<file path="config.mk">
export PLATFORM = sky130hd
export DESIGN_NAME = scrb_device_flat
export DESIGN_NICKNAME = d
export VERILOG_FILES = /design/src/verilog/scrb_pkg.sv /design/src/verilog/scrb_link_if.sv /design/src/verilog/scrb_device.sv /design/src/flat_wrapper.sv
export SDC_FILE = /design/constraint.sdc
export NUM_CORES = 1
export LEC_CHECK = 0
export BUFFER_PORTS_ARGS = -buffer_cell sky130_fd_sc_hd__buf_2
export CAP_MARGIN = 20
export CORE_MARGIN = 5
export CORE_UTILIZATION = 45
export DETAILED_ROUTE_END_ITERATION = 8
export GPL_TIMING_DRIVEN = 0
export PLACE_DENSITY = 0.75
export SLEW_MARGIN = 40
export SYNTH_ARGS = -nofsm -noshare
export SYNTH_HDL_FRONTEND = slang
export SYNTH_SLANG_ARGS = --single-unit
</file>
<file path="constraint.sdc">
create_clock -name ref_clk -period 2.2 [get_ports ref_clk]
set_clock_uncertainty 0.15 [all_clocks]
set_input_delay 0.22 -clock ref_clk [delete_from_list [all_inputs] [get_ports ref_clk]]
set_output_delay 0.22 -clock ref_clk [all_outputs]
set_load 0.01 [all_outputs]
</file>
<file path="src/verilog/scrb_pkg.sv">
// Purpose: shared constants for the synthesizer configuration bank and its serial host
// Assumes: 32-bit serial words, msb first, address in the low three bits
// Notes:   field positions are given as lsb plus width, single bits as an index; noise, factory and pump test widths set where used
package scrb_pkg;
   // word framing
   localparam int          WORD_W      = 32;
   localparam int          RW_BIT      = 31;           // 1 = read request
   localparam int          ADDR_W      = 3;
   localparam logic [2:0]  ADDR_R0     = 3'h0;
   localparam logic [2:0]  ADDR_R1     = 3'h1;
   localparam logic [2:0]  ADDR_R2     = 3'h2;
   localparam logic [2:0]  ADDR_R3     = 3'h3;
   // reset words
   localparam logic [31:0] R0_RST      = 32'h383c0000;
   localparam logic [31:0] R1_RST      = 32'h00000001;
   localparam logic [31:0] R2_RST      = 32'h0000fffa;
   localparam logic [31:0] R3_RST      = 32'h00000043;
   // register 0 fields
   localparam int          NLO_LSB     = 15;
   localparam int          NLO_W       = 12;
   localparam int          FRAC_LSB    = 3;
   localparam int          FRAC_W      = 12;
   // divider_prescale_phase fields
   localparam int          NHI_LSB     = 27;
   localparam int          NHI_W       = 4;
   localparam int          PRE_BIT     = 25;
   localparam int          RHI_LSB     = 15;
   localparam int          RHALF_W     = 5;
   localparam int          PHASE_LSB   = 3;
   localparam int          PHASE_W     = 12;
   // modulator_pump_reference fields
   localparam int          NOISE_LSB   = 29;
   localparam int          SLIP_BIT    = 28;
   localparam int          PUMP_LSB    = 24;
   localparam int          PUMP_W      = 4;
   localparam int          FACT_LSB    = 22;          // factory bits, must be 00
   localparam int          HALVE_BIT   = 21;
   localparam int          DOUBLE_BIT  = 20;
   localparam int          RLO_LSB     = 15;
   localparam int          MOD_LSB     = 3;
   localparam int          MOD_W       = 12;
   // pump_test_modulator_ctl fields
   localparam int          AUTOINT_BIT = 17;
   localparam int          PTEST_LSB   = 15;
   localparam int          RESTART_BIT = 14;          // 0 = restart modulator on reg 0 write
   // host register map (byte addresses)
   localparam logic [7:0]  HOST_CMD    = 8'h00;
   localparam logic [7:0]  HOST_STATUS = 8'h04;
   localparam logic [7:0]  HOST_RDATA  = 8'h08;
   localparam int          ST_BUSY     = 0;
   localparam int          ST_RVALID   = 1;

   // field extraction, right-justified
   function automatic logic [31:0] scrb_field(input logic [31:0] w, input int lsb, input int wd);
      scrb_field = (w >> lsb) & ((32'h1 << wd) - 32'h1);
   endfunction

   // active double-buffered values right after reset
   localparam logic [9:0]  REF_DIV_RST = {R1_RST[RHI_LSB +: RHALF_W], R2_RST[RLO_LSB +: RHALF_W]};
   localparam logic [11:0] MOD_RST     = R2_RST[MOD_LSB +: MOD_W];
endpackage

</file>
<file path="src/verilog/scrb_link_if.sv">
// Purpose: four-wire serial link between host and configuration bank
// Assumes: host drives clock, data and load; bank drives readback data
// Notes:   all four wires are plain one-way levels
`timescale 1ns/1ps
interface scrb_link_if;
   logic ser_clk;   // serial clock from host
   logic ser_data;  // word data, msb first
   logic ser_load;  // load strobe, word taken on rise
   logic ser_rdata; // readback data from bank
   modport device (input ser_clk, input ser_data, input ser_load, output ser_rdata);
   modport host   (output ser_clk, output ser_data, output ser_load, input ser_rdata);
endinterface

</file>
<file path="src/verilog/scrb_device.sv">
// Purpose: configuration register bank of the synthesizer, serial-loaded
// Assumes: serial pins are asynchronous to ref_clk and are synchronised here
// Notes:   pending reference and modulus fields commit on a register 0 write
`timescale 1ns/1ps
module scrb_device
   import scrb_pkg::*;
(
   // clock and reset
   input  wire logic        ref_clk,
   input  wire logic        reset,
   // serial link
   scrb_link_if.device      link,
   // integer and fractional setting
   output logic [15:0]      int_div,
   output logic [11:0]      frac_value,
   output logic [11:0]      phase_value,
   output logic             prescale_div2,
   output logic             integer_mode,
   // double-buffered, active values
   output logic [9:0]       ref_div,
   output logic             ref_halve_en,
   output logic             ref_double_en,
   output logic [11:0]      modulus,
   // modulator and pump
   output logic [1:0]       modulator_noise_sel,
   output logic             slip_limit_en,
   output logic [3:0]       pump_current_code,
   output logic [1:0]       pump_test_sel,
   output logic             modulator_restart,
   output logic             commit_pulse
);
   // whole module state
   typedef struct packed {
      logic [1:0]  clk_s;     // clock synchroniser
      logic [1:0]  dat_s;     // data synchroniser
      logic [1:0]  ld_s;      // load synchroniser
      logic        clk_d;     // previous synced clock
      logic        ld_d;      // previous synced load
      logic [31:0] sh;        // incoming word
      logic [31:0] rd;        // outgoing readback word
      logic        sdo;       // readback pin
      logic [31:0] r0;        // register 0 image
      logic [31:0] r1;        // divider_prescale_phase
      logic [31:0] r2;        // modulator_pump_reference
      logic [31:0] r3;        // pump_test_modulator_ctl
      logic [9:0]  ref_a;     // active reference divide
      logic        halve_a;   // active halver
      logic        double_a;  // active doubler
      logic [11:0] mod_a;     // active modulus
      logic [15:0] n;         // output copies below
      logic [11:0] f;
      logic [11:0] p;
      logic        pre;
      logic        imode;
      logic [1:0]  noise;
      logic        slip;
      logic [3:0]  pump;
      logic [1:0]  ptest;
      logic        restart;
      logic        commit;
   } scrb_dev_state_t;

   scrb_dev_state_t st_reg;  // registered state
   scrb_dev_state_t st_next; // next state

   // next-state logic
   always_comb begin
      logic        clk_rise;
      logic        clk_fall;
      logic        ld_rise;
      logic [2:0]  addr;
      logic        wr0;
      clk_rise = 1'b0;
      clk_fall = 1'b0;
      ld_rise  = 1'b0;
      addr     = '0;
      wr0      = 1'b0;
      st_next  = st_reg;
      // the link pins come from another part with no clock relation to ours,
      // so each passes two flops; only the second stage feeds logic
      st_next.clk_s = {st_reg.clk_s[0], link.ser_clk};
      st_next.dat_s = {st_reg.dat_s[0], link.ser_data};
      st_next.ld_s  = {st_reg.ld_s[0], link.ser_load};
      st_next.clk_d = st_reg.clk_s[1];
      st_next.ld_d  = st_reg.ld_s[1];
      clk_rise = st_reg.clk_s[1] & ~st_reg.clk_d;
      clk_fall = ~st_reg.clk_s[1] & st_reg.clk_d;
      ld_rise  = st_reg.ld_s[1] & ~st_reg.ld_d;
      st_next.restart = 1'b0;
      st_next.commit  = 1'b0;
      // shift in msb first while load is low
      // clock edges seen while load is high belong to no word and are dropped
      if (clk_rise && !st_reg.ld_s[1]) begin
         st_next.sh = {st_reg.sh[30:0], st_reg.dat_s[1]};
      end
      // readback leaves msb first on each falling clock
      if (clk_fall) begin
         st_next.rd = {st_reg.rd[30:0], 1'b0};
      end
      // word complete on load rise
      if (ld_rise) begin
         addr = st_reg.sh[ADDR_W-1:0];
         if (st_reg.sh[RW_BIT]) begin
            // read: present the addressed word, unmapped reads as address only
            case (addr)
               ADDR_R0: st_next.rd = st_reg.r0;
               ADDR_R1: st_next.rd = st_reg.r1;
               ADDR_R2: st_next.rd = st_reg.r2;
               ADDR_R3: st_next.rd = st_reg.r3;
               default: st_next.rd = 32'(addr);
            endcase
         end else begin
            // write: stores whole word; factory bits kept as written, host keeps them zero
            case (addr)
               ADDR_R0: begin
                  st_next.r0 = st_reg.sh;
                  wr0        = 1'b1;
               end
               ADDR_R1: st_next.r1 = st_reg.sh;
               ADDR_R2: st_next.r2 = st_reg.sh;
               ADDR_R3: st_next.r3 = st_reg.sh;
               default: ;                                      // other addresses live elsewhere
            endcase
         end
      end
      // commit all pending fields in one cycle so the divider never sees a mix
      // the pending values are read from the images before this write lands,
      // which is right because register 0 holds none of them
      if (wr0) begin
         st_next.ref_a    = {10'(scrb_field(st_reg.r1, RHI_LSB, RHALF_W) << RHALF_W)}
                          | 10'(scrb_field(st_reg.r2, RLO_LSB, RHALF_W));
         st_next.halve_a  = st_reg.r2[HALVE_BIT];
         st_next.double_a = st_reg.r2[DOUBLE_BIT];
         st_next.mod_a    = 12'(scrb_field(st_reg.r2, MOD_LSB, MOD_W));
         st_next.commit   = 1'b1;
         st_next.restart  = ~st_reg.r3[RESTART_BIT];
      end
      // unbuffered fields follow the register images
      st_next.n     = {4'(scrb_field(st_reg.r1, NHI_LSB, NHI_W)),
                       12'(scrb_field(st_reg.r0, NLO_LSB, NLO_W))};
      st_next.f     = 12'(scrb_field(st_reg.r0, FRAC_LSB, FRAC_W));
      st_next.p     = 12'(scrb_field(st_reg.r1, PHASE_LSB, PHASE_W));
      st_next.pre   = st_reg.r1[PRE_BIT];
      st_next.noise = 2'(scrb_field(st_reg.r2, NOISE_LSB, 2));
      st_next.slip  = st_reg.r2[SLIP_BIT];
      st_next.pump  = 4'(scrb_field(st_reg.r2, PUMP_LSB, PUMP_W));
      st_next.ptest = 2'(scrb_field(st_reg.r3, PTEST_LSB, 2));
      // zero fraction forces integer mode only when enabled
      st_next.imode = st_reg.r3[AUTOINT_BIT]
                    && (scrb_field(st_reg.r0, FRAC_LSB, FRAC_W) == 32'h0);
      st_next.sdo   = st_reg.rd[RW_BIT];
   end

   // state register, synchronous reset to the documented defaults
   always_ff @(posedge ref_clk) begin
      if (reset) begin
         st_reg          <= '0;
         st_reg.r0       <= R0_RST;
         st_reg.r1       <= R1_RST;
         st_reg.r2       <= R2_RST;
         st_reg.r3       <= R3_RST;
         st_reg.ref_a    <= REF_DIV_RST;
         st_reg.halve_a  <= R2_RST[HALVE_BIT];
         st_reg.double_a <= R2_RST[DOUBLE_BIT];
         st_reg.mod_a    <= MOD_RST;
      end else begin
         st_reg <= st_next;
      end
   end

   // outputs come straight from the state flops
   // derived fields lag the images by one cycle; commit and restart come a cycle earlier, with the images
   assign link.ser_rdata        = st_reg.sdo;
   assign int_div               = st_reg.n;
   assign frac_value            = st_reg.f;
   assign phase_value           = st_reg.p;
   assign prescale_div2         = st_reg.pre;
   assign integer_mode          = st_reg.imode;
   assign ref_div               = st_reg.ref_a;
   assign ref_halve_en          = st_reg.halve_a;
   assign ref_double_en         = st_reg.double_a;
   assign modulus               = st_reg.mod_a;
   assign modulator_noise_sel   = st_reg.noise;
   assign slip_limit_en         = st_reg.slip;
   assign pump_current_code     = st_reg.pump;
   assign pump_test_sel         = st_reg.ptest;
   assign modulator_restart     = st_reg.restart;
   assign commit_pulse          = st_reg.commit;
endmodule

</file>
<file path="src/flat_wrapper.sv">
// flat-port wrapper written by rule: the top's interface ports become plain ports
module scrb_device_flat import scrb_pkg::*;
  (ref_clk, reset, int_div, frac_value, phase_value, prescale_div2, integer_mode, ref_div, ref_halve_en, ref_double_en, modulus, modulator_noise_sel, slip_limit_en, pump_current_code, pump_test_sel, modulator_restart, commit_pulse, link_ser_clk, link_ser_data, link_ser_load, link_ser_rdata);
  scrb_link_if link_i ();
  input  wire logic ref_clk;
  input  wire logic reset;
  output logic [15:0] int_div;
  output logic [11:0] frac_value;
  output logic [11:0] phase_value;
  output logic prescale_div2;
  output logic integer_mode;
  output logic [9:0] ref_div;
  output logic ref_halve_en;
  output logic ref_double_en;
  output logic [11:0] modulus;
  output logic [1:0] modulator_noise_sel;
  output logic slip_limit_en;
  output logic [3:0] pump_current_code;
  output logic [1:0] pump_test_sel;
  output logic modulator_restart;
  output logic commit_pulse;
  input wire logic [$bits(link_i.ser_clk)-1:0] link_ser_clk;
  input wire logic [$bits(link_i.ser_data)-1:0] link_ser_data;
  input wire logic [$bits(link_i.ser_load)-1:0] link_ser_load;
  output wire logic [$bits(link_i.ser_rdata)-1:0] link_ser_rdata;
  assign link_i.ser_clk = link_ser_clk;
  assign link_i.ser_data = link_ser_data;
  assign link_i.ser_load = link_ser_load;
  assign link_ser_rdata = link_i.ser_rdata;
  scrb_device u_core (.ref_clk(ref_clk), .reset(reset), .link(link_i), .int_div(int_div), .frac_value(frac_value), .phase_value(phase_value), .prescale_div2(prescale_div2), .integer_mode(integer_mode), .ref_div(ref_div), .ref_halve_en(ref_halve_en), .ref_double_en(ref_double_en), .modulus(modulus), .modulator_noise_sel(modulator_noise_sel), .slip_limit_en(slip_limit_en), .pump_current_code(pump_current_code), .pump_test_sel(pump_test_sel), .modulator_restart(modulator_restart), .commit_pulse(commit_pulse));
endmodule
</file>
Word-level counts from Yosys, hierarchy flattened

Index checks and enable logic that the tools add are counted.

Add/sub/neg operators: 0
Multipliers: 0
Divide/modulo/power cells: 0
Magnitude comparators: 0
Eq/ne operators: 3
Shift-type cells: 0
Multiplexer cells: 8
Bitwise operators: 10
Reduce and logical (&&, ||, !) cells: 10

Operator list:

| cell                                                            | number |
|---|---|
| 31-bit one-hot mux with 4 select lines                          | 1 |
| 32-bit two-way mux                                              | 3 |
| 32-bit logical NOT                                              | 1 |
| 3-bit AND reduction                                             | 4 |
| 10-bit by 5-bit bitwise OR with 10-bit output                   | 1 |
| 3-bit by 2-bit == test with 1-bit output, second input constant | 2 |
| 1-bit inverter                                                  | 6 |
| 1-bit two-way mux                                               | 4 |
| 1-bit bitwise AND                                               | 3 |
| 3-bit by 1-bit == test with 1-bit output, second input constant | 1 |
| 3-bit logical NOT                                               | 1 |
| 1-bit logical AND                                               | 2 |
| 2-bit OR reduction                                              | 1 |
| 1-bit logical NOT                                               | 1 |

Register bits after elaboration: 274
Latch bits: 0
RAM bits: 0
Memory bits (read-only): 0
Input port bits: 5
Output and inout port bits: 78
Logic and storage cells: 58
Memories: 0

Logic depth before layout (Yosys ltp)

Gate-level depths: netlist (run 1).

Word-level depth: 6
Gate-level depth with buffers: 7
Depth with buffers taken out: 4

Worst setup path after synthesis (run 1)

OpenSTA, ideal clock, no wires.

Kind: flip-flop to flip-flop
Start point: register u_core.st_reg[238] in the netlist's numbering
End point: register u_core.st_reg[220] in the netlist's numbering
Setup time: 0.134 ns
Data arrival time: 1.402 ns
Data required time: 1.916 ns
Slack: 0.514 ns
Cell stages (with the launch flop): 6
Buffers on the path: 2
Period minus slack after synthesis: 1.686 ns
Cell sequence: dfxtp_1 > buf_2 > buf_4 > mux4_2 > inv_1 > o22ai_1

Longest elaborated chain between the ends: 4
Elaborated cells between the ends (all ways): 7
Those cells by class: eq/ne: 3; mux: 3; reduce/logical: 1

RTL lines:

| what                                                             | RTL line           | text |
|---|---|---|
| from (decl)                                                      | scrb_device.sv:63  | `scrb_dev_state_t st_reg;` |
| from (signal assigned)                                           | scrb_device.sv:167 | `st_reg <= st_next;` |
| 3-bit by 2-bit == test with 1-bit output (tied with other cells) | scrb_device.sv:105 | `case (addr)` |
| 31-bit one-hot mux with 4 select lines (*)                       | scrb_device.sv:105 |  |
| 32-bit two-way mux (*)                                           | scrb_device.sv:103 | `if (st_reg.sh[RW_BIT]) begin` |
| 32-bit two-way mux (*)                                           | scrb_device.sv:101 | `if (ld_rise) begin` |

Mark *: on every way between the ends. The rest lies on a longest branch, timed or not.
A chain may end at the register's enable or synchronous reset.

Worst setup path after layout (run 1)

Start point: register u_core.st_reg (netlist bit u_core.st_next[270])
End point: register u_core.st_reg[230] in the netlist's numbering

Longest elaborated chain between the ends: 2

RTL lines:

| what               | RTL line           | text |
|---|---|---|
| 1-bit bitwise AND  | scrb_device.sv:88  | `ld_rise = st_reg.ld_s[1] & ~st_reg.ld_d;` |
| 32-bit two-way mux | scrb_device.sv:101 |  |

No other way between the ends.

==> results of run 1 <==
-- where the power goes --
part	total (mW)	internal (mW)	switching, mW
clock	4.66	2.80	1.86
combinational	0.286	0.0754	0.210
sequential	4.99	4.98	0.0105
-- area by class of cell --
| type | count | area [um^2] |
|---|---|---|
| Multi-Input combinational cell | 697 | 3970 |
| Buffer | 153 | 931 |
| Fill cell | 2075 | 10500 |
| Clock inverter | 8 | 97.6 |
| Sequential cell | 274 | 5490 |
| Tap cell | 313 | 392 |
| Timing Repair Buffer | 85 | 440 |
| Inverter | 29 | 109 |
| Clock buffer | 42 | 822 |
-- worst max-delay path, delay by kind of cell, from the launching register on --
family                 cells  cell delay, ps
buffers and inverters      2             670
flip-flops                 1             410
AO/OA/AOI/OAI              1             130
AND/OR/NAND/NOR            2             520
-- per-layer routing --
layer  global-route usage [%]  up-vias  wire, um
met5                        0        -         0
met4                     6.40        0       728
met3                     2.96       47      2120
met2                     33.3      319     12700
met1                     26.2     3921     11300
li1                         -     3987         -
-- synth_stat cells --
cell type,number,area share (%)
nand2_2,1,0.060
nor3b_1,8,0.57
and4bb_2,1,0.12
nand3_1,1,0.048
a311oi_1,1,0.083
nand2b_1,3,0.18
dfxtp_1,274,52
and2b_1,1,0.072
buf_1,4,0.14
mux2i_1,31,3.0
o22ai_1,28,1.7
inv_1,29,1.0
and3_1,1,0.060
or4b_2,1,0.095
nor2b_1,60,3.6
buf_4,74,5.3
nor4b_4,1,0.23
nor2_1,25,0.89
a31oi_1,1,0.060
nand2_1,279,10
a21oi_1,160,7.6
nand3b_1,2,0.14
a211oi_1,1,0.072
or3_1,5,0.30
buf_6,6,0.64
nor3_1,44,2.1
clkbuf_1,42,1.5
o21ai_0,5,0.24
and2_1,5,0.30
buf_2,27,1.3
nor4_1,3,0.18
mux4_2,29,6.2
-- cells by family after synthesis --
group           share of synthesized area [%]
compound gates                           9.75
buf+inv                                  9.91
flops                                    52.3
mux                                      9.18
simple gates                             18.9
-- placed cells by master, fill, tap and decap left out, types with 25 or more instances in the layout --
cell / synthesis / routed
nand2_1: 279 / 279
dfxtp_1: 274 / 274
a21oi_1: 160 / 160
buf_2: 27 / 109
buf_4: 74 / 74
nor2b_1: 60 / 60
clkbuf_1: 42 / 48
nor3_1: 44 / 44
mux2i_1: 31 / 31
mux4_2: 29 / 29
inv_1: 29 / 29
o22ai_1: 28 / 28
clkbuf_16: 0 / 27
nor2_1: 25 / 25
-- through the flow --
| stage | TNS, ps | power (mW) | std cells | instance area (um^2) |
|---|---|---|---|---|
| after CTS | 0 | 10.0 | 1601 | 12200 |
| after detailed placement | -306 | 5.38 | 1548 | 11300 |
| after global placement | -116 | 5.37 | 1548 | 11300 |
| final | 0 | 9.94 | 1601 | 12200 |
| after floorplan | 0 | 5.27 | 1153 | 10500 |
| after global routing | 0 | 10.2 | 1601 | 12200 |
-- path summary, 6_finish.rpt --
path,endpoint,cells past startpoint,startpoint,slack [ps]
min,u_core.st_reg[141]$_SDFFE_PP1P_,3,reset,210
min reg2reg,u_core.st_next[270]$_SDFF_PP0_,1,u_core.st_next[273]$_SDFF_PP0_,280
max,u_core.st_reg[230]$_SDFF_PP0_,5,u_core.st_next[270]$_SDFF_PP0_,200
max reg2reg,u_core.st_reg[230]$_SDFF_PP0_,5,u_core.st_next[270]$_SDFF_PP0_,200
-- timing repair --
item	CTS	global route
setup buffers	0	0
hold buffers	3	0
hold endpoints to repair	3	0
==> impl_metrics.ini, run 1 <==
[clocking]
clockBufferDepth = 3
cts_sinks = 274
cts.repair.resized = 0
numCtsBuffers = 27
htree_levels = 1
cts_tree = done
root_buffer = clkbuf_16
insertion_delay_ps = 530
path_clk_slew_ps = 60

[yosys]
ys_warn_count = 0
synthCells = 1153
seq_area_frac_synth_pct = 52.3
yosysUniqueCellTypes = 32
ys_seq_elements = 274
synth_nets = 1158
synth_area_um2 = 10500
avgSynthCellArea_um2 = 9.10

[pwr]
peakVddDrop_mv = 0.453
leakagePower_nw = 4.56
p_per_area_nw_per_um2 = 812

[floorplan]
floorplan.rows = 55
ios = 83
coreArea_um2 = 22800
dieArea_um2 = 26500
die_y_um = 163
start_util_pct = 46.1
die_w_um = 163

[run_status]
status = finished, final reports clean

[drt]
drc_errors = 0
drt_first_pass_iters = 5
viasPerCell = 5.17
vias = 8274
ant_nets = 0
drt_iter0_drc = 810
totalWireLength_um = 26800
wire_per_inst_um = 16.7

[min_path]
hp-class = input port to flop

[worst_setup_path]
critPathMaxFanout = 10
critPathKind = flop to flop
worstPathCellList = nand3b_1, nand2b_1, buf_2, buf_1, o22ai_1
cp_slowest_cell = dfxtp_1
cp_slowest_stage_delay_ps = 410
worstSetupEndpointType = flop
cp.arrival_ps = 2230
cp-start-kind = flop
required_ps = 2430

[sta]
hold_viol_final = 0
fin_crit_sh_pct = 91.0
setup_ws_ps = 198
drv_slew = 0
slew_headroom_pct = 48.1
rsz0062_at_grt = no
fin_hold_ws_ps = 212
max_freq_mhz = 500
setup_viol = 0
post-route-min-period_ps = 2000
tightest_slew_ps = 779

[global_routing]
grt_max_degree = 15
grt_pass1_vias = 7933
grt_pass1_wl_um = 42000
grtUsageTotal_pct = 19.7
antenna_found_initial = 0
overflow = 0

[place]
port_buffers = 82
dp_hpwl_um = 18600
dp_slack_ps = -53.9
gp_congestion = 0.923

[cells_and_area]
nNetsFinal = 1272
largest_reg_flops = 140
antenna_cells = 0
drive_gt1_share_pct = 20.7
syn_to_final_growth_pct = 16.7
fin_util_pct = 53.8

[run]
drv_cap = 0
Power figures use the tool's default switching activity.
==> inputs of run 2 (changes only) <==
BUFFER_PORTS_ARGS = not set   (was -buffer_cell sky130_fd_sc_hd__buf_2)
CELL_PAD_IN_SITES_DETAIL_PLACEMENT = 0   (was not set)
CELL_PAD_IN_SITES_GLOBAL_PLACEMENT = 1   (was not set)
CORE_MARGIN = 1.5   (was 5)
DONT_BUFFER_PORTS = 1   (was not set)
PLACE_DENSITY = 0.86   (was 0.75)
==> run 2 against run 1 <==
Net effect: core utilization is 1.9 points lower; clock-buffer cell count unchanged; fmax about the same; largest power group unchanged; critical path type unchanged; global-route usage up 2.8 points.
==> impl_metrics.ini, run 2 (same netlist as run 1, synthesis figures left out) <==
[drt]
vias = 7794
drt_iter0_drc = 596
totalWireLength_um = 26900
drc_errors = 0
viasPerCell = 5.13
drt_first_pass_iters = 5
ant_nets = 0
wire_per_inst_um = 17.7

[pwr]
leakagePower_nw = 4.14
p_sw_share_pct = 21.8
p_sw_mw = 2.14
p_per_area_nw_per_um2 = 833
p_clk_share_pct = 46.5
p_seq_share_pct = 50.7
finalPower_mw = 9.85
peakVddDrop_mv = 0.460
p_int_mw = 7.70
pwr-share-comb_pct = 2.8

[cells_and_area]
nNetsFinal = 1191
final_cells = 1520
design_area_um2 = 11800
fin_util_pct = 51.9
syn_to_final_growth_pct = 12.6
largest_reg_flops = 140
antenna_cells = 0
final_cell_mix = nand2_1 (279), dfxtp_1 (274), a21oi_1 (160)
drive_gt1_share_pct = 15.2
final_common_cell = nand2_1

[place]
placed_area_um2 = 10900
dp_slack_ps = 29.4
dp_hpwl_um = 18500
port_buffers = 0
gp_congestion = 0.879
dp_cells = 1466

[worst_setup_path]
reg2reg_depth = 5
cp_top_family = buffers and inverters
cp.arrival_ps = 2240
path_buf_inv = 2
critPathKind = flop to flop
critPathMaxFanout = 10
cp-start-kind = flop
cp_slowest_stage_delay_ps = 430
worstReg2RegEnd = u_core.st_reg[231]$_SDFF_PP0_
worstPathCellList = nand3b_1, nand2b_1, buf_2, buf_1, o22ai_1
reg2reg_slack_ps = 200
cp_slowest_cell = dfxtp_1
rr_startpoint = u_core.st_next[270]$_SDFF_PP0_
required_ps = 2440
worstSetupEndpointType = flop

[sta]
setup_ws_ps = 197
drv_slew = 0
setup_viol = 0
tightest_slew_ps = 824
rsz0062_at_grt = no
hold_viol_final = 0
fin_crit_sh_pct = 91.1
slew_headroom_pct = 45.0
max_freq_mhz = 499
post-route-min-period_ps = 2000
fin_hold_ws_ps = 42.1
finalSetupTns_ps = 0

[clocking]
htree_levels = 1
cts_setup_buffers = 0
numCtsBuffers = 27
cts_tree = done
insertion_delay_ps = 540
root_buffer = clkbuf_16
cts.repair.resized = 0
path_clk_slew_ps = 60
holdBufCountCts = 4
cts_sinks = 274
clockBufferDepth = 3

[run_status]
status = finished, final reports clean

[floorplan]
ios = 83
dieArea_um2 = 24200
die_w_um = 156
die_y_um = 156
floorplan.rows = 55
coreArea_um2 = 22800
start_util_pct = 46.1

[global_routing]
grt_max_degree = 15
grtUsageTotal_pct = 22.5
overflow = 0
grt_pass1_wl_um = 42300
grt_pass1_vias = 7495
antenna_found_initial = 0

[min_path]
hp-start = reset
whs_endpoint = u_core.int_div[10]$_SDFF_PP0_
hp-class = input port to flop
holdPathStages = 2

[run]
drv_cap = 0
[run 2: cell types whose count changed in the layout (fill, tap and decap cells not counted)]
cell and delta:
inv_6 -1, bufinv_16 -1, clkinvlp_4 +3, dlygate4sd3_1 +1, clkbuf_1 +1, clkbuf_8 -1
clkinv_2 -1, buf_2 -82
[run 2: power by group through the flow]
| stage | registers (mW) | clock network, mW | logic (mW) |
|---|---|---|---|
| after floorplan | 5.10 | 0 | 0.173 |
| after global placement | 5.10 | 0 | 0.273 |
| after detailed placement | 5.10 | 0 | 0.274 |
| after CTS | 4.99 | 4.63 | 0.280 |
| after global routing | 4.99 | 4.85 | 0.301 |
| final | 4.99 | 4.57 | 0.281 |
[run 2: metal layers]
metal | wire length [um] | share of wire [%] | track usage (%)
met1 | 12200 | 45 | 30.6
met2 | 12600 | 47 | 37.2
met3 | 1440 | 5.3 | 3.17
met4 | 632 | 2.3 | 6.94
met5 | 0 | 0 | 0
[run 2: worst max path at each step]
| stage | startpoint | to | cells past startpoint |
|---|---|---|---|
| 3_3_place_gp | reset | u_core.st_next[35]$_SDFFE_PP0P_ | 4 |
| 4_1_cts | u_core.st_reg[238]$_SDFFE_PP0P_ | u_core.st_reg[235]$_SDFF_PP0_ | 5 |
| 6_report | u_core.st_next[270]$_SDFF_PP0_ | u_core.st_reg[231]$_SDFF_PP0_ | 5 |
| 5_1_grt | u_core.st_next[270]$_SDFF_PP0_ | u_core.st_reg[231]$_SDFF_PP0_ | 5 |
| 2_1_floorplan | u_core.st_reg[238]$_SDFFE_PP0P_ | u_core.st_reg[220]$_SDFF_PP0_ | 5 |
| 3_5_place_dp | reset | u_core.st_next[37]$_SDFFE_PP0P_ | 4 |
[run 2: cell type report]
class                           instances  area [um^2]
Clock buffer                           42          812
Fill cell                            2129        11000
Timing Repair Buffer                    4         40.0
Clock inverter                          8         76.3
Buffer                                153          931
Multi-Input combinational cell        697         3970
Inverter                               29          109
Sequential cell                       274         5490
Tap cell                              313          392
==> inputs of run 3 (changes only) <==
CORE_UTILIZATION = 33   (was 45)
PLACE_DENSITY = 0.69   (was 0.86)
==> run 3 against run 2 <==
Net effect: setup slack gained 1.4 ps; clock power grew 4.8%; wire length grew 8.7%; final area grew 1.5%; cell count grew 5.9%; sequential share of layout area shrank 0.67 points; via count grew 0.46%; critical path depth is the same; register-to-register slack is essentially flat; fmax is essentially flat; sequential cell count is the same; clock-buffer cell count grew 2; critical path type unchanged.
==> impl_metrics.ini, run 3 (same netlist as run 1, synthesis figures left out) <==
[run_status]
status = finished, final reports clean

[floorplan]
coreArea_um2 = 31400
start_util_pct = 33.4
floorplan.rows = 65
die_y_um = 181
ios = 83
die_w_um = 181
dieArea_um2 = 32900

[min_path]
hp-class = input port to flop

[drt]
wire_per_inst_um = 18.2
totalWireLength_um = 29300
viasPerCell = 4.87
drt_iter0_drc = 491
ant_nets = 0
vias = 7830
drc_errors = 0
drt_first_pass_iters = 5

[worst_setup_path]
critPathMaxFanout = 10
cp.arrival_ps = 2260
required_ps = 2460
critPathKind = flop to flop
cp-start-kind = flop
worstSetupEndpointType = flop

[sta]
max_freq_mhz = 499
drv_slew = 0
setup_viol = 0
finalSetupTns_ps = 0
post-route-min-period_ps = 2000
slew_headroom_pct = 43.7
fin_crit_sh_pct = 91.0
tightest_slew_ps = 844
hold_viol_final = 0
rsz0062_at_grt = no

[pwr]
p_seq_share_pct = 49.6
pwr-share-comb_pct = 2.9
p_sw_share_pct = 21.6
peakVddDrop_mv = 0.648
finalPower_mw = 10.1
leakagePower_nw = 4.19
p_clk_share_pct = 47.6
p_int_mw = 7.90
p_sw_mw = 2.17
p_per_area_nw_per_um2 = 840

[global_routing]
grt.met1_usage_pct = 24.0
overflow = 0
grt_pass1_vias = 7651
grt_busiest_layer = met2
grtUsageTotal_pct = 17.7
grt_pass1_wl_um = 45200
antenna_found_initial = 0
grtUsageMet3_pct = 2.66
grt_use_met2_pct = 28.6
grt_max_degree = 15

[cells_and_area]
final_cell_mix = nand2_1 (279), dfxtp_1 (274), a21oi_1 (160)
nNetsFinal = 1194
final_common_cell = nand2_1
drive_gt1_share_pct = 15.5
antenna_cells = 0
fin_util_pct = 38.2
syn_to_final_growth_pct = 14.2
largest_reg_flops = 140

[place]
port_buffers = 0
dp_hpwl_um = 20300
gp_congestion = 0.820

[clocking]
root_buffer = clkbuf_16
numCtsBuffers = 29
path_clk_slew_ps = 60
cts_tree = done
clockBufferDepth = 3
cts_sinks = 274
insertion_delay_ps = 550
htree_levels = 1

[run]
drv_cap = 0
-- run 3: changes by cell type in the layout (fill, tap and decap cells not counted), sizes merged --
cell         previous run  this run
clkinvlp                3         0
clkbuf                 84        88
buf                   111       109
dlygate4sd3             4         5
-- run 3: path summary, 6_finish.rpt --
check | cells after the start | slack (ps) | to | from
worst max register to register | 5 | 200 | u_core.st_reg[236]$_SDFF_PP0_ | u_core.st_reg[238]$_SDFFE_PP0P_
worst max-delay path | 5 | 200 | u_core.st_reg[236]$_SDFF_PP0_ | u_core.st_reg[238]$_SDFFE_PP0P_
worst min register to register | 1 | 290 | u_core.st_next[270]$_SDFF_PP0_ | u_core.st_next[273]$_SDFF_PP0_
worst min-delay path | 3 | 60 | u_core.st_reg[209]$_SDFF_PP0_ | reset
-- run 3: critical path, stage by stage (launching register included) --
cell and delay (ps):
dfxtp_1 330, buf_2 310, buf_2 330, mux4_2 610, inv_1 80, o22ai_1 60
-- run 3: timing repair --
| item | 4_1_cts | 5_1_grt |
|---|---|---|
| gates resized for setup | 0 | 2 |
| setup buffers | 0 | 0 |
| hold buffers | 5 | 0 |
| endpoints found under the setup margin | 0 | 13 |
| hold endpoints to repair | 8 | 0 |
-- run 3: power groups by stage --
| stage | registers (mW) | logic (mW) | clock network (mW) |
|---|---|---|---|
| after floorplan | 5.10 | 0.173 | 0 |
| after global placement | 5.10 | 0.282 | 0 |
| after detailed placement | 5.10 | 0.283 | 0 |
| after CTS | 4.99 | 0.291 | 4.89 |
| after global routing | 4.99 | 0.310 | 5.11 |
| final | 4.99 | 0.289 | 4.79 |
-- run 3: cell type report --
type | instances | area (um^2)
fillers | 3176 | 19400
flip-flops and latches | 274 | 5490
multi-input cells | 697 | 3970
plain buffers | 153 | 935
clock buffers | 44 | 882
well taps | 402 | 503
inverters | 29 | 109
clock inverters | 5 | 53.8
repair buffers | 5 | 50.0
-- run 3: routing by layer --
layer | part of all wire [%] | routed length, um
met1 | 46 | 13600
met2 | 45 | 13300
met5 | 0 | 0
met4 | 3.3 | 951
met3 | 5.0 | 1450
-- run 3: stage by stage --
step / setup slack [ps] / cells / hold WS, ps / area (um^2)
final: 198 / 1609 / 62.7 / 12000
after global routing: 47.4 / 1609 / 78.6 / 12000
after CTS: 75.0 / 1609 / 35.3 / 12000
after detailed placement: 53.7 / 1555 / 204 / 11000
after global placement: 86.4 / 1555 / 207 / 11000
after floorplan: 514 / 1153 / 198 / 10500
